### config.mk
export PLATFORM = sky130hd
export DESIGN_NAME = exp_phase_seq
export DESIGN_NICKNAME = d
export VERILOG_FILES = /design/src/rtl/input_sync3.v /design/src/rtl/exp_phase_seq.v
export VERILOG_INCLUDE_DIRS = /design/src /design/src/rtl
export SDC_FILE = /design/constraint.sdc
export NUM_CORES = 1
export LEC_CHECK = 0
export ABC_AREA = 1
export BUFFER_PORTS_ARGS = -buffer_cell sky130_fd_sc_hd__buf_2
export CAP_MARGIN = 10
export CORE_MARGIN = 2
export CORE_UTILIZATION = 29
export DETAILED_ROUTE_END_ITERATION = 12
export GPL_TIMING_DRIVEN = 0
export PLACE_DENSITY = 0.46
export SLEW_MARGIN = 20
export SYNTH_ARGS = -nofsm -noshare
export SYNTH_HDL_FRONTEND = slang
export SYNTH_SLANG_ARGS = --single-unit
### constraint.sdc
create_clock -name sys_clk_in -period 1.8 [get_ports sys_clk_in]
set_input_delay 0.27 -clock sys_clk_in [delete_from_list [all_inputs] [get_ports sys_clk_in]]
set_output_delay 0.27 -clock sys_clk_in [all_outputs]
set_load 0.05 [all_outputs]
### src/rtl/exp_seq_consts.vh
// Constants for the expansion bus phase sequencer
`ifndef EXP_SEQ_CONSTS_VH
`define EXP_SEQ_CONSTS_VH

// Sequencer state codes
`define ST_IDLE 3'h0
`define ST_ADDR 3'h1
`define ST_SETUP 3'h2
`define ST_STROBE 3'h3
`define ST_HOLD 3'h4
`define ST_RECOV 3'h5

// Programmed phase field widths (field value N gives N+1 cycles, N+2 for host-port recovery)
`define ADDR_CNT_W 2
`define SETUP_CNT_W 2
`define STROBE_CNT_W 4
`define HOLD_CNT_W 2
`define RECOV_CNT_W 4

// Shared phase counter width, wide enough for recovery plus the host-port extra cycle
`define PHASE_CNT_W 5
`define PHASE_CNT_ZERO 5'h00
`define PHASE_CNT_ONE 5'h01

// Chip select numbering and the host-port ready group
`define CS_IDX_W 3
`define CS_NUM 8
`define CS_ALL_OFF 8'hff
`define CS_ONE_LOW 8'h01
`define RDY_NUM 4
`define RDY_IDX_W 2
`define RDY_FIRST_CS 3'h4

// Bus widths
`define ADDR_W 24
`define DATA_W 16

// Reset values
`define ADDR_RST 24'h000000
`define DATA_RST 16'h0000
`define RDY_RST 4'h0

`endif

### src/rtl/input_sync3.v
// Three-stage pin synchroniser with agreement filter
`timescale 1ns/100ps
`default_nettype none

module input_sync3 #(
   parameter WIDTH = 4
) (
   input wire sys_clk_in,
   input wire rst_b_in,
   input wire [WIDTH-1:0] pin_in,
   output reg [WIDTH-1:0] level_out
);

   reg [WIDTH-1:0] stage1;
   reg [WIDTH-1:0] stage2;
   reg [WIDTH-1:0] stage3;

   // Stage one feeds only stage two; the output follows once stages two and three agree
   always @(posedge sys_clk_in or negedge rst_b_in) begin
      if (!rst_b_in) begin
         stage1 <= {WIDTH{1'b0}};
         stage2 <= {WIDTH{1'b0}};
         stage3 <= {WIDTH{1'b0}};
         level_out <= {WIDTH{1'b0}};
      end else begin
         stage1 <= pin_in;
         stage2 <= stage1;
         stage3 <= stage2;
         level_out <= (stage2 & stage3) | (level_out & (stage2 ^ stage3));
      end
   end

endmodule // input_sync3

`default_nettype wire

### src/rtl/exp_phase_seq.v
// Expansion bus five-phase access sequencer, strobe mode and host-port mode
`timescale 1ns/100ps
`default_nettype none
`include "exp_seq_consts.vh"

// How it works
// Strobe mode: address leads chip select by the programmed address phase, 1 to 4.
// Strobe mode writes: data leads falling strobe by programmed setup phase, 1 to 4.
// Strobe mode: data strobe stays low for programmed strobe phase, 1 to 16.
// After strobe rises, select, address and write data hold for 1 to 4 cycles.
// Strobe mode: idle recovery of 1 to 16 cycles between accesses.
// Non-multiplexed operation never pulses the address latch output.
// Data lines stay valid throughout the whole asserted strobe.
// Every phase counts whole cycles of the one bus clock.
// Host-port mode: software programs address phase count at least 2.
// Host-port mode: software programs setup phase count at least 2.
// Host-port mode: software programs strobe phase count at least 1.
// Asserted host wait holds the address or strobe phase until released.
// After host wait releases, address phase lasts one further clock.
// Host-port mode: address and chip select rise together, address held throughout.
// Host-port mode: first host strobe follows chip select after address plus setup.
// Host-port mode: first host strobe held asserted for the strobe phase.
// Host-port writes: data valid from setup phase until strobe rises.
// Host-port writes: data stays valid through the hold phase after strobe rises.
// Host-port mode: recovery lasts programmed count plus two, 2 to 17.
// Host-port mode: selects 4 to 7 each have a ready input 0 to 3 with programmable polarity.
// Phases run address, setup, strobe, hold, recovery, each counter loaded from its field.
module exp_phase_seq (
   input wire sys_clk_in,
   input wire rst_b_in,
   // Configuration
   input wire dsp_host_port_mode_in,
   input wire [`ADDR_CNT_W-1:0] address_phase_count_in,
   input wire [`SETUP_CNT_W-1:0] data_setup_phase_count_in,
   input wire [`STROBE_CNT_W-1:0] strobe_phase_count_in,
   input wire [`HOLD_CNT_W-1:0] hold_phase_count_in,
   input wire [`RECOV_CNT_W-1:0] recovery_phase_count_in,
   input wire [`RDY_NUM-1:0] ready_wait_high_in,
   // Internal master request
   input wire req_valid_in,
   input wire req_write_in,
   input wire [`CS_IDX_W-1:0] req_cs_in,
   input wire [`ADDR_W-1:0] req_addr_in,
   input wire [`DATA_W-1:0] req_wdata_in,
   output reg req_ready_out,
   output reg done_out,
   output reg [`DATA_W-1:0] rd_data_out,
   // Expansion bus pins
   input wire [`RDY_NUM-1:0] per_select_ready_input_in,
   input wire [`DATA_W-1:0] ex_data_in,
   output reg [`DATA_W-1:0] ex_data_out,
   output reg ex_data_oe_out,
   output reg [`ADDR_W-1:0] ex_addr_out,
   output reg [`CS_NUM-1:0] ex_cs_n_out,
   output reg ex_wr_n_out,
   output reg strobe_mode_data_strobe_n_out,
   output reg host_data_strobe_first_n_out,
   output reg address_latch_pulse_out
);

   // Sequencer state and phase counter
   reg [2:0] state;
   reg [2:0] next_state;
   reg [`PHASE_CNT_W-1:0] cnt;
   reg [`PHASE_CNT_W-1:0] next_cnt;
   // Extra address clock owed after a wait release
   reg addr_extend;
   reg next_addr_extend;

   // Access context captured when a request is taken
   reg acc_hpi;
   reg acc_write;
   reg [`CS_IDX_W-1:0] acc_cs;
   reg [`ADDR_W-1:0] acc_addr;
   reg [`DATA_W-1:0] acc_wdata;
   reg [`ADDR_CNT_W-1:0] acc_t_addr;
   reg [`SETUP_CNT_W-1:0] acc_t_setup;
   reg [`STROBE_CNT_W-1:0] acc_t_strobe;
   reg [`HOLD_CNT_W-1:0] acc_t_hold;
   reg [`RECOV_CNT_W-1:0] acc_t_recov;
   reg [`RDY_NUM-1:0] acc_rdy_pol;

   wire [`RDY_NUM-1:0] rdy_level;
   wire take_req;
   wire cnt_done;
   wire rdy_group;
   wire [`RDY_IDX_W-1:0] rdy_idx;
   wire host_wait;
   wire [`CS_IDX_W-1:0] rdy_offset;

   // Ready pins come from the host's clock domain, so they are filtered before use
   input_sync3 #(
      .WIDTH(`RDY_NUM)
   ) u_rdy_sync (
      .sys_clk_in(sys_clk_in),
      .rst_b_in(rst_b_in),
      .pin_in(per_select_ready_input_in),
      .level_out(rdy_level)
   );

   // Select 4 maps to ready 0 up to select 7 on ready 3, each with its own polarity
   assign rdy_offset = acc_cs - `RDY_FIRST_CS;
   assign rdy_group = acc_hpi & acc_cs[`CS_IDX_W-1];
   assign rdy_idx = rdy_offset[`RDY_IDX_W-1:0];
   assign host_wait = rdy_group & (rdy_level[rdy_idx] == acc_rdy_pol[rdy_idx]);

   assign take_req = req_valid_in & (state == `ST_IDLE);
   assign cnt_done = (cnt == `PHASE_CNT_ZERO);

   // Next-state logic: each phase lasts its field value plus one bus clock, host-port recovery plus two
   always @* begin
      next_state = state;
      next_cnt = cnt;
      next_addr_extend = addr_extend;
      case (state)
         `ST_IDLE: begin
            next_addr_extend = 1'b0;
            if (req_valid_in) begin
               next_state = `ST_ADDR;
               next_cnt = {{(`PHASE_CNT_W-`ADDR_CNT_W){1'b0}}, address_phase_count_in};
            end
         end
         `ST_ADDR: begin
            if (host_wait) begin
               // Hold the address while the host stalls, and owe one clock after release
               next_addr_extend = 1'b1;
               if (!cnt_done) begin
                  next_cnt = cnt - `PHASE_CNT_ONE;
               end
            end else if (!cnt_done) begin
               next_cnt = cnt - `PHASE_CNT_ONE;
            end else if (addr_extend) begin
               next_addr_extend = 1'b0;
            end else begin
               next_state = `ST_SETUP;
               next_cnt = {{(`PHASE_CNT_W-`SETUP_CNT_W){1'b0}}, acc_t_setup};
            end
         end
         `ST_SETUP: begin
            if (!cnt_done) begin
               next_cnt = cnt - `PHASE_CNT_ONE;
            end else begin
               next_state = `ST_STROBE;
               next_cnt = {{(`PHASE_CNT_W-`STROBE_CNT_W){1'b0}}, acc_t_strobe};
            end
         end
         `ST_STROBE: begin
            if (!cnt_done) begin
               next_cnt = cnt - `PHASE_CNT_ONE;
            end else if (!host_wait) begin
               next_state = `ST_HOLD;
               next_cnt = {{(`PHASE_CNT_W-`HOLD_CNT_W){1'b0}}, acc_t_hold};
            end
         end
         `ST_HOLD: begin
            if (!cnt_done) begin
               next_cnt = cnt - `PHASE_CNT_ONE;
            end else begin
               next_state = `ST_RECOV;
               // Host-port recovery is one clock longer than the strobe mode figure
               if (acc_hpi) begin
                  next_cnt = {{(`PHASE_CNT_W-`RECOV_CNT_W){1'b0}}, acc_t_recov}
                     + `PHASE_CNT_ONE;
               end else begin
                  next_cnt = {{(`PHASE_CNT_W-`RECOV_CNT_W){1'b0}}, acc_t_recov};
               end
            end
         end
         `ST_RECOV: begin
            if (!cnt_done) begin
               next_cnt = cnt - `PHASE_CNT_ONE;
            end else begin
               next_state = `ST_IDLE;
            end
         end
         default: begin
            next_state = `ST_IDLE;
            next_cnt = `PHASE_CNT_ZERO;
            next_addr_extend = 1'b0;
         end
      endcase
   end

   // State, counter and extension flag
   always @(posedge sys_clk_in or negedge rst_b_in) begin
      if (!rst_b_in) begin
         state <= `ST_IDLE;
         cnt <= `PHASE_CNT_ZERO;
         addr_extend <= 1'b0;
      end else begin
         state <= next_state;
         cnt <= next_cnt;
         addr_extend <= next_addr_extend;
      end
   end

   // Capture the request and a snapshot of the timing fields, so a mid-access
   // reprogramming cannot stretch or cut a phase already under way
   always @(posedge sys_clk_in or negedge rst_b_in) begin
      if (!rst_b_in) begin
         acc_hpi <= 1'b0;
         acc_write <= 1'b0;
         acc_cs <= {`CS_IDX_W{1'b0}};
         acc_addr <= `ADDR_RST;
         acc_wdata <= `DATA_RST;
         acc_t_addr <= {`ADDR_CNT_W{1'b0}};
         acc_t_setup <= {`SETUP_CNT_W{1'b0}};
         acc_t_strobe <= {`STROBE_CNT_W{1'b0}};
         acc_t_hold <= {`HOLD_CNT_W{1'b0}};
         acc_t_recov <= {`RECOV_CNT_W{1'b0}};
         acc_rdy_pol <= `RDY_RST;
      end else if (take_req) begin
         acc_hpi <= dsp_host_port_mode_in;
         acc_write <= req_write_in;
         acc_cs <= req_cs_in;
         acc_addr <= req_addr_in;
         acc_wdata <= req_wdata_in;
         acc_t_addr <= address_phase_count_in;
         acc_t_setup <= data_setup_phase_count_in;
         acc_t_strobe <= strobe_phase_count_in;
         acc_t_hold <= hold_phase_count_in;
         acc_t_recov <= recovery_phase_count_in;
         acc_rdy_pol <= ready_wait_high_in;
      end
   end

   // Pin decode from the next state so every pin changes on the phase edge itself
   wire nx_addr = (next_state == `ST_ADDR);
   wire nx_setup = (next_state == `ST_SETUP);
   wire nx_strobe = (next_state == `ST_STROBE);
   wire nx_hold = (next_state == `ST_HOLD);
   wire nx_active = nx_addr | nx_setup | nx_strobe | nx_hold;
   wire nx_hpi = take_req ? dsp_host_port_mode_in : acc_hpi;
   wire nx_write = take_req ? req_write_in : acc_write;
   wire [`CS_IDX_W-1:0] nx_cs = take_req ? req_cs_in : acc_cs;
   wire [`ADDR_W-1:0] nx_addr_val = take_req ? req_addr_in : acc_addr;
   wire [`CS_NUM-1:0] cs_onehot = `CS_ONE_LOW << nx_cs;
   // Strobe mode raises select after the address phase; host-port mode with the address
   wire nx_cs_on = nx_hpi ? nx_active : (nx_setup | nx_strobe | nx_hold);
   wire nx_drive = nx_write & (nx_setup | nx_strobe | nx_hold);

   // Registered pin drivers
   always @(posedge sys_clk_in or negedge rst_b_in) begin
      if (!rst_b_in) begin
         ex_addr_out <= `ADDR_RST;
         ex_cs_n_out <= `CS_ALL_OFF;
         ex_wr_n_out <= 1'b1;
         ex_data_out <= `DATA_RST;
         ex_data_oe_out <= 1'b0;
         strobe_mode_data_strobe_n_out <= 1'b1;
         host_data_strobe_first_n_out <= 1'b1;
         address_latch_pulse_out <= 1'b0;
      end else begin
         // Address held from the address phase through hold in both modes
         if (nx_active) begin
            ex_addr_out <= nx_addr_val;
         end
         ex_cs_n_out <= nx_cs_on ? ~cs_onehot : `CS_ALL_OFF;
         ex_wr_n_out <= ~(nx_active & nx_write);
         // Write data driven from setup until hold ends, covering the whole strobe
         ex_data_out <= nx_drive ? acc_wdata_or_req(take_req) : ex_data_out;
         ex_data_oe_out <= nx_drive;
         strobe_mode_data_strobe_n_out <= ~(nx_strobe & ~nx_hpi);
         host_data_strobe_first_n_out <= ~(nx_strobe & nx_hpi);
         // Only non-multiplexed modes exist here, so the latch pulse never fires
         address_latch_pulse_out <= 1'b0;
      end
   end

   // Write data source; a request never reaches setup in its accept cycle
   function [`DATA_W-1:0] acc_wdata_or_req;
      input sel_req;
      begin
         acc_wdata_or_req = sel_req ? req_wdata_in : acc_wdata;
      end
   endfunction

   // Master handshake: ready only in idle, done pulses as recovery ends
   always @(posedge sys_clk_in or negedge rst_b_in) begin
      if (!rst_b_in) begin
         req_ready_out <= 1'b0;
         done_out <= 1'b0;
      end else begin
         req_ready_out <= (next_state == `ST_IDLE);
         done_out <= (state == `ST_RECOV) & cnt_done;
      end
   end

   // Read data taken in the last strobe clock; the partner has had the whole
   // strobe to settle, and the bus is synchronous to this clock
   always @(posedge sys_clk_in or negedge rst_b_in) begin
      if (!rst_b_in) begin
         rd_data_out <= `DATA_RST;
      end else if ((state == `ST_STROBE) & (next_state == `ST_HOLD) & ~acc_write) begin
         rd_data_out <= ex_data_in;
      end
   end

   // Host-port timing floors fall to software; the fields are used as given
   // so that a short setting shows up as short timing, not a silent fix-up.
   // Address phase count at least 2 for host-port work. R9
   // Setup phase count at least 2 for host-port work. R10
   // Strobe phase count at least 1 for host-port work. R11
   // With those floors the first host strobe trails select by address plus
   // setup clocks and write data leads its rising edge by setup plus strobe. R15 R17

endmodule // exp_phase_seq

`default_nettype wire

Word level (Yosys, flattened, before mapping). Cells that the tools add are included.

$add $sub $neg: 3. Order comparisons: 1. Equality and inequality tests: 14. Shift operators: 1. Muxes and demuxes: 35. Bitwise gates (word level): 26. Reduce and logical (&&, ||, !) cells: 6.

Operators by type and width (number): $mux W5 (10); $mux W3 (10); $pmux W5 S6 (1); $mux W24 (1); $pmux W3 S6 (1); $mux W16 (1); $eq A3 B2 Y1 const B (4); $and A1 B1 Y1 (10); $eq A3 B3 Y1 const B (3); $and A4 B4 Y4 (2); $mux W8 (1); $not A8 Y8 (1); $shl A1 B3 Y8 const A (1); $mux W1 (7); $eq A3 B1 Y1 const B (2); $logic_not A3 Y1 (2); $ne A3 B3 Y1 const B (2); $not A1 Y1 (6); $add A4 B1 Y5 const B (1); $logic_not A5 Y1 (1); $or A1 B1 Y1 (5); $sub A5 B1 Y5 const B (1); $bmux W1 S2 (2); $ne A4 B4 Y1 const B (1); other kinds (10) (10).

Register bits after elaboration: 156. Input port bits: 86. Output and inout bits: 71. Word-level logic and storage cells: 113.

Logic depth before layout (Yosys ltp).
Word-level depth: 14. Mapped depth: 16. Mapped depth without buffers: 15.

Modules after synthesis. Synthesis repeated with hierarchy kept, for this count alone.

Cell total of the unflattened synthesis: 742. Area total of the unflattened synthesis: 6581.3 sq um.

Modules (own cells, without submodules): exp_phase_seq (times used 1, cells an instance 710, area an instance 6085.8 sq um, seq. area each 3517.1 sq um); input_sync3 (times used 1, cells an instance 32, area an instance 495.5 sq um, seq. area each 400.4 sq um).

Least setup slack after synthesis. Ideal clock, no wire load.

Path type: reg-to-reg. From: reg cnt[0]. To: reg ex_data_out[0]. Setup time: 0.119 ns. Arrival: 1.856 ns. Slack: -0.175 ns. Cell stages (with the launch flop): 15. Path buffers: 1. Period minus slack after synthesis: 1.975 ns. Cells stage by stage: dfrtp_1 inv_1 ha_1 nand3_4 inv_4 nor2_2 a211oi_2 nand3_1 nand2_2 nand3_4 nand2_4 nand2_4 buf_6 nand2_1 nand2_1.

Word-level cells in the longest chain between the ends: 8. Elaborated cells between the ends (all ways): 14.

Ends and longest elaborated chain: start: declaration (RTL line exp_phase_seq.v:64) `` reg [`PHASE_CNT_W-1:0] cnt; ``; start signal: assignment (RTL line exp_phase_seq.v:188) `` cnt <= `PHASE_CNT_ZERO; ``; start signal: assignment (RTL line exp_phase_seq.v:192) `cnt <= next_cnt;`; $logic_not A5 Y1 (no line) *; $mux W3 (RTL line exp_phase_seq.v:130) `end else if (!cnt_done) begin`; $mux W3 (RTL line exp_phase_seq.v:124) `if (host_wait) begin`; $pmux W3 S6 * (RTL line exp_phase_seq.v:115) `case (state)`; $eq A3 B2 Y1 (no line); $or A1 B1 Y1 (RTL line exp_phase_seq.v:240) `wire nx_drive = nx_write & (nx_setup | nx_strobe | nx_hold);`; $or A1 B1 Y1 * (RTL line exp_phase_seq.v:240); $and A1 B1 Y1 * (RTL line exp_phase_seq.v:240); end signal: assignment (RTL line exp_phase_seq.v:248) `` ex_data_out <= `DATA_RST; ``; end signal: assignment (RTL line exp_phase_seq.v:261) `ex_data_out <= nx_drive ? acc_wdata_or_req(take_req) : ex_data_out;`; end: declaration (RTL line exp_phase_seq.v:51) `` output reg [`DATA_W-1:0] ex_data_out, ``.

Mark *: on every way between the ends. The rest lies on a longest branch, timed or not. A chain may end at the register's enable or synchronous reset.

Worst setup path after layout.
From: reg state[1]. To: reg ex_data_out[0].

Word-level cells in the longest chain between the ends: 8. Elaborated cells between the ends (all ways): 25.

Ends and longest elaborated chain: start: declaration (RTL line exp_phase_seq.v:62) `reg [2:0] state;`; start signal: assignment (RTL line exp_phase_seq.v:187) `` state <= `ST_IDLE; ``; start signal: assignment (RTL line exp_phase_seq.v:191) `state <= next_state;`; $mux W3 (RTL line exp_phase_seq.v:132) `end else if (addr_extend) begin`; $mux W3 (RTL line exp_phase_seq.v:130); $mux W3 (RTL line exp_phase_seq.v:124); $pmux W3 S6 (RTL line exp_phase_seq.v:115); $eq A3 B2 Y1 (no line); $or A1 B1 Y1 (2 in a row) (RTL line exp_phase_seq.v:240); $and A1 B1 Y1 (RTL line exp_phase_seq.v:240).

Parallel ways exist; a longest one is shown, timed or not.

==> impl_metrics.ini <==
[yosys]
yosys.area_share.adder = 0.01518
ys_seq_elements = 156
yosysWarnings = 0
synth_edf_count = 0
yosysTopAreaCellShare = 0.5502
ys_types = 42
synth_cells = 734
async_flop_share = 1.000
syn_area_um2 = 6595
syn-num-nets = 828
synth-xor-area-share = 0.001328
synth_top_family_by_area = simple AND/OR/NAND/NOR gates
synthMuxAreaShare = 0
post-synth-top-area-cell = dfrtp_1
seq_area_frac_synth = 0.5940
synth_compound_area_frac = 0.04705
synth-simple-area-share = 0.2925
syn_avg_cell_area_um2 = 8.985
synth_top_flop_cell = dfrtp_1
yosys-top-cells-area = dfrtp_1, nand2_1, nand3_1

[min_path]
hp-class = in2reg
whs_path_depth = 3
hold_path_end = acc_t_hold[0]
worstHoldStart = hold_phase_count_in[0]

[clock_network]
clock-sinks = 156
clk-insertion-delay-late_ns = 0.42
clk_pin_slew_ns = 0.06
cts_buffer_depth = 2
clockRootBuffer = clkbuf_16
cts_tree = done
cts_buffers = 17
cts_htree_levels = 4

[sta]
fin_ws_ns = -0.3054
max_freq_ghz = 0.4750
finalSetupTns_ns = -17.95
max-slew-margin-rel = 0.6303
rsz0062_at_grt = yes
period_share = 1.170
report.final.slew_viol_count = 0
fin_skew_ns = 0.01077
worst-slew-pin-transition_ns = 0.5539
hold_viol = 0
finalCriticalPeriod_ns = 2.105
setup_viol = 69

[placement]
dp_cells = 1176
portBuffers = 155
hpwl_um = 12550
gp_congestion = 0.7831

[cells_and_area]
fill_cells = 2313
seqCellArea_um2 = 3920
drive_gt1_frac = 0.3882
nNetsFinal = 1060
n_antenna_cell = 0
area_growth_syn_to_layout_pct = 43.03
multiInputGateArea_um2 = 2674
fin_cells = 1264

[floorplan]
ios = 157
core.rowCount = 55
die_w_um = 154.8
die-area_um2 = 23960
coreArea_um2 = 22500
die_y_um = 154.8
start_util = 0.2931

[worst_setup_path]
start_kind = flip-flop
crit_type = reg2reg
cp.arrival_ns = 2.41
reg2reg_depth = 12
path_max_fanout = 6
end_kind = flip-flop
timing.rr.start = state[1]
r2r_end = ex_data_out[0]
worstPathRequired_ns = 2.11
reg2reg_slack_ns = -0.31

[routing]
wl_um = 18340
met3_length_um = 1169
drc = 0
wl_met1_um = 8513
drt_iter0_drc = 237
wl_met2_um = 8399
post_drt_wl_per_cell_um = 14.51
firstDrtPassIters = 4
via_per_inst = 4.456
top_layer_used = met5
postRouteAntennaNets = 0
vias = 5633

[run]
maxCapViolations = 0

[global_routing]
grt_pass1_vias = 5914
overflow = 0
grt_use_total = 0.1611
grt_pass1_wl_um = 30460
grt_max_degree = 60
antenna_found_initial = 3

[outcome]
status = finished, violations left
violations = negative setup slack

[power]
p_leak_nw = 4.987
max-vdd-ir-drop_mv = 0.9043
powerDensity_nw_per_um2 = 2154
## state kept, by name (all words and copies together) (netlist names), 5 cells and up
name	flops
ex_cs_n_out	8
acc_addr	24
acc_wdata	16
ex_addr_out	24
cnt	5
rd_data_out	16
ex_data_out	16
## how the worst max path moves through the flow
stage / startpoint / endpoint / depth (start not counted)
2_1_floorplan: cnt[0] / ex_data_out[0] / 14
3_3_place_gp: rst_b_in / cnt[1] / 1
3_5_place_dp: state[1] / ex_data_out[8] / 9
4_1_cts: cnt[1] / ex_data_out[9] / 14
5_1_grt: state[1] / ex_addr_out[14] / 12
6_report: state[1] / ex_data_out[0] / 12
## cells by family (layout without fill, tap and decap cells)
kind of cell,count (synthesis),count (layout)
AO/OA/AOI/OAI,50,50
XOR/XNOR,1,1
adder cells (fa/ha/maj),8,8
buffers and inverters,72,317
flip-flops,156,156
other,1,1
AND/OR/NAND/NOR,446,446
## worst max-delay path: stages, from the launching register on
cell	delay [ns]
dfrtp_2	0.44
nor2_1	0.09
nand2_1	0.15
nand2_1	0.16
a211oi_2	0.29
nand3_2	0.13
nand2_4	0.14
nand3_4	0.14
nand2_8	0.12
nand2_8	0.08
clkbuf_16	0.17
nand2_2	0.05
nand2_1	0.04
## layout by cell type, fill, tap and decap left out, types with 4 or more instances in the layout
cell type,n
buf_2,154
a21o_1,4
buf_8,7
nor2_4,5
nand3_1,67
nand2_2,36
nor2_1,16
inv_6,4
inv_2,11
buf_4,44
nand2_8,6
o21ai_0,18
nand3_2,11
dfstp_2,11
inv_1,32
dlygate4sd3_1,5
bufinv_16,5
dfrtp_1,143
a21oi_1,5
nand3_4,4
nor2_2,5
clkbuf_16,18
buf_6,16
ha_1,7
nand2_1,280
o21ai_2,5
nand2_4,8
## layout make-up
cell class,instances,share of cell area
flip-flops and latches,156,0.4156
multi-input cells,506,0.2835
repair buffers,213,0.1466
clock buffers,18,0.04550
well taps,285,0.03780
plain buffers,26,0.02852
clock inverters,14,0.02295
inverters,46,0.01963
## stage by stage
stage | util | setup WS [ns] | hold slack, ns | total power [mW] | area, um^2
after floorplan | - | -0.1006 | -0.02559 | 12.08 | 6608
after global placement | 0.3440 | -2.155 | 0.3310 | 14.36 | 7740
after detailed placement | 0.3468 | -0.5117 | 0.1911 | 14.44 | 7805
after CTS | 0.4022 | -0.2814 | 0.03725 | 19.78 | 9051
after global routing | 0.4192 | -0.4209 | 0.05898 | 21.90 | 9433
final | 0.4192 | -0.3054 | 0.05626 | 20.32 | 9433
## report_power, final
part / internal, mW / total [mW] / switching, mW
Combinational: 3.66 / 10.6 / 6.94
Clock: 2.47 / 3.99 / 1.51
Sequential: 5.01 / 5.73 / 0.723
Total: 11.1 / 20.3 / 9.17
## layer usage
layer  vias to the layer above  global-route usage
met5                         -                   0
met4                         6             0.04012
met3                        20             0.05127
met2                       140              0.2589
met1                      2665              0.2120
li1                       2802                   -
## cells in the mapped netlist, drive strengths merged, types with 4 or more instances
cell / count
nand3: 82
nand2: 330
a21oi: 7
o21ai: 27
dfstp: 11
a21o: 4
buf: 16
inv: 46
clkbuf: 10
nor2: 26
or2: 5
dfrtp: 145
ha: 8
## timing repair
action                                  CTS  global route
hold buffers                              5             0
endpoints found under the setup margin  117           120
setup buffers                            30            18
pin swaps                                10            12
gates cloned                              2             1
hold endpoints to repair                 49             0
resized for setup                        83            73
No activity file was read; power rests on OpenSTA's default activity.
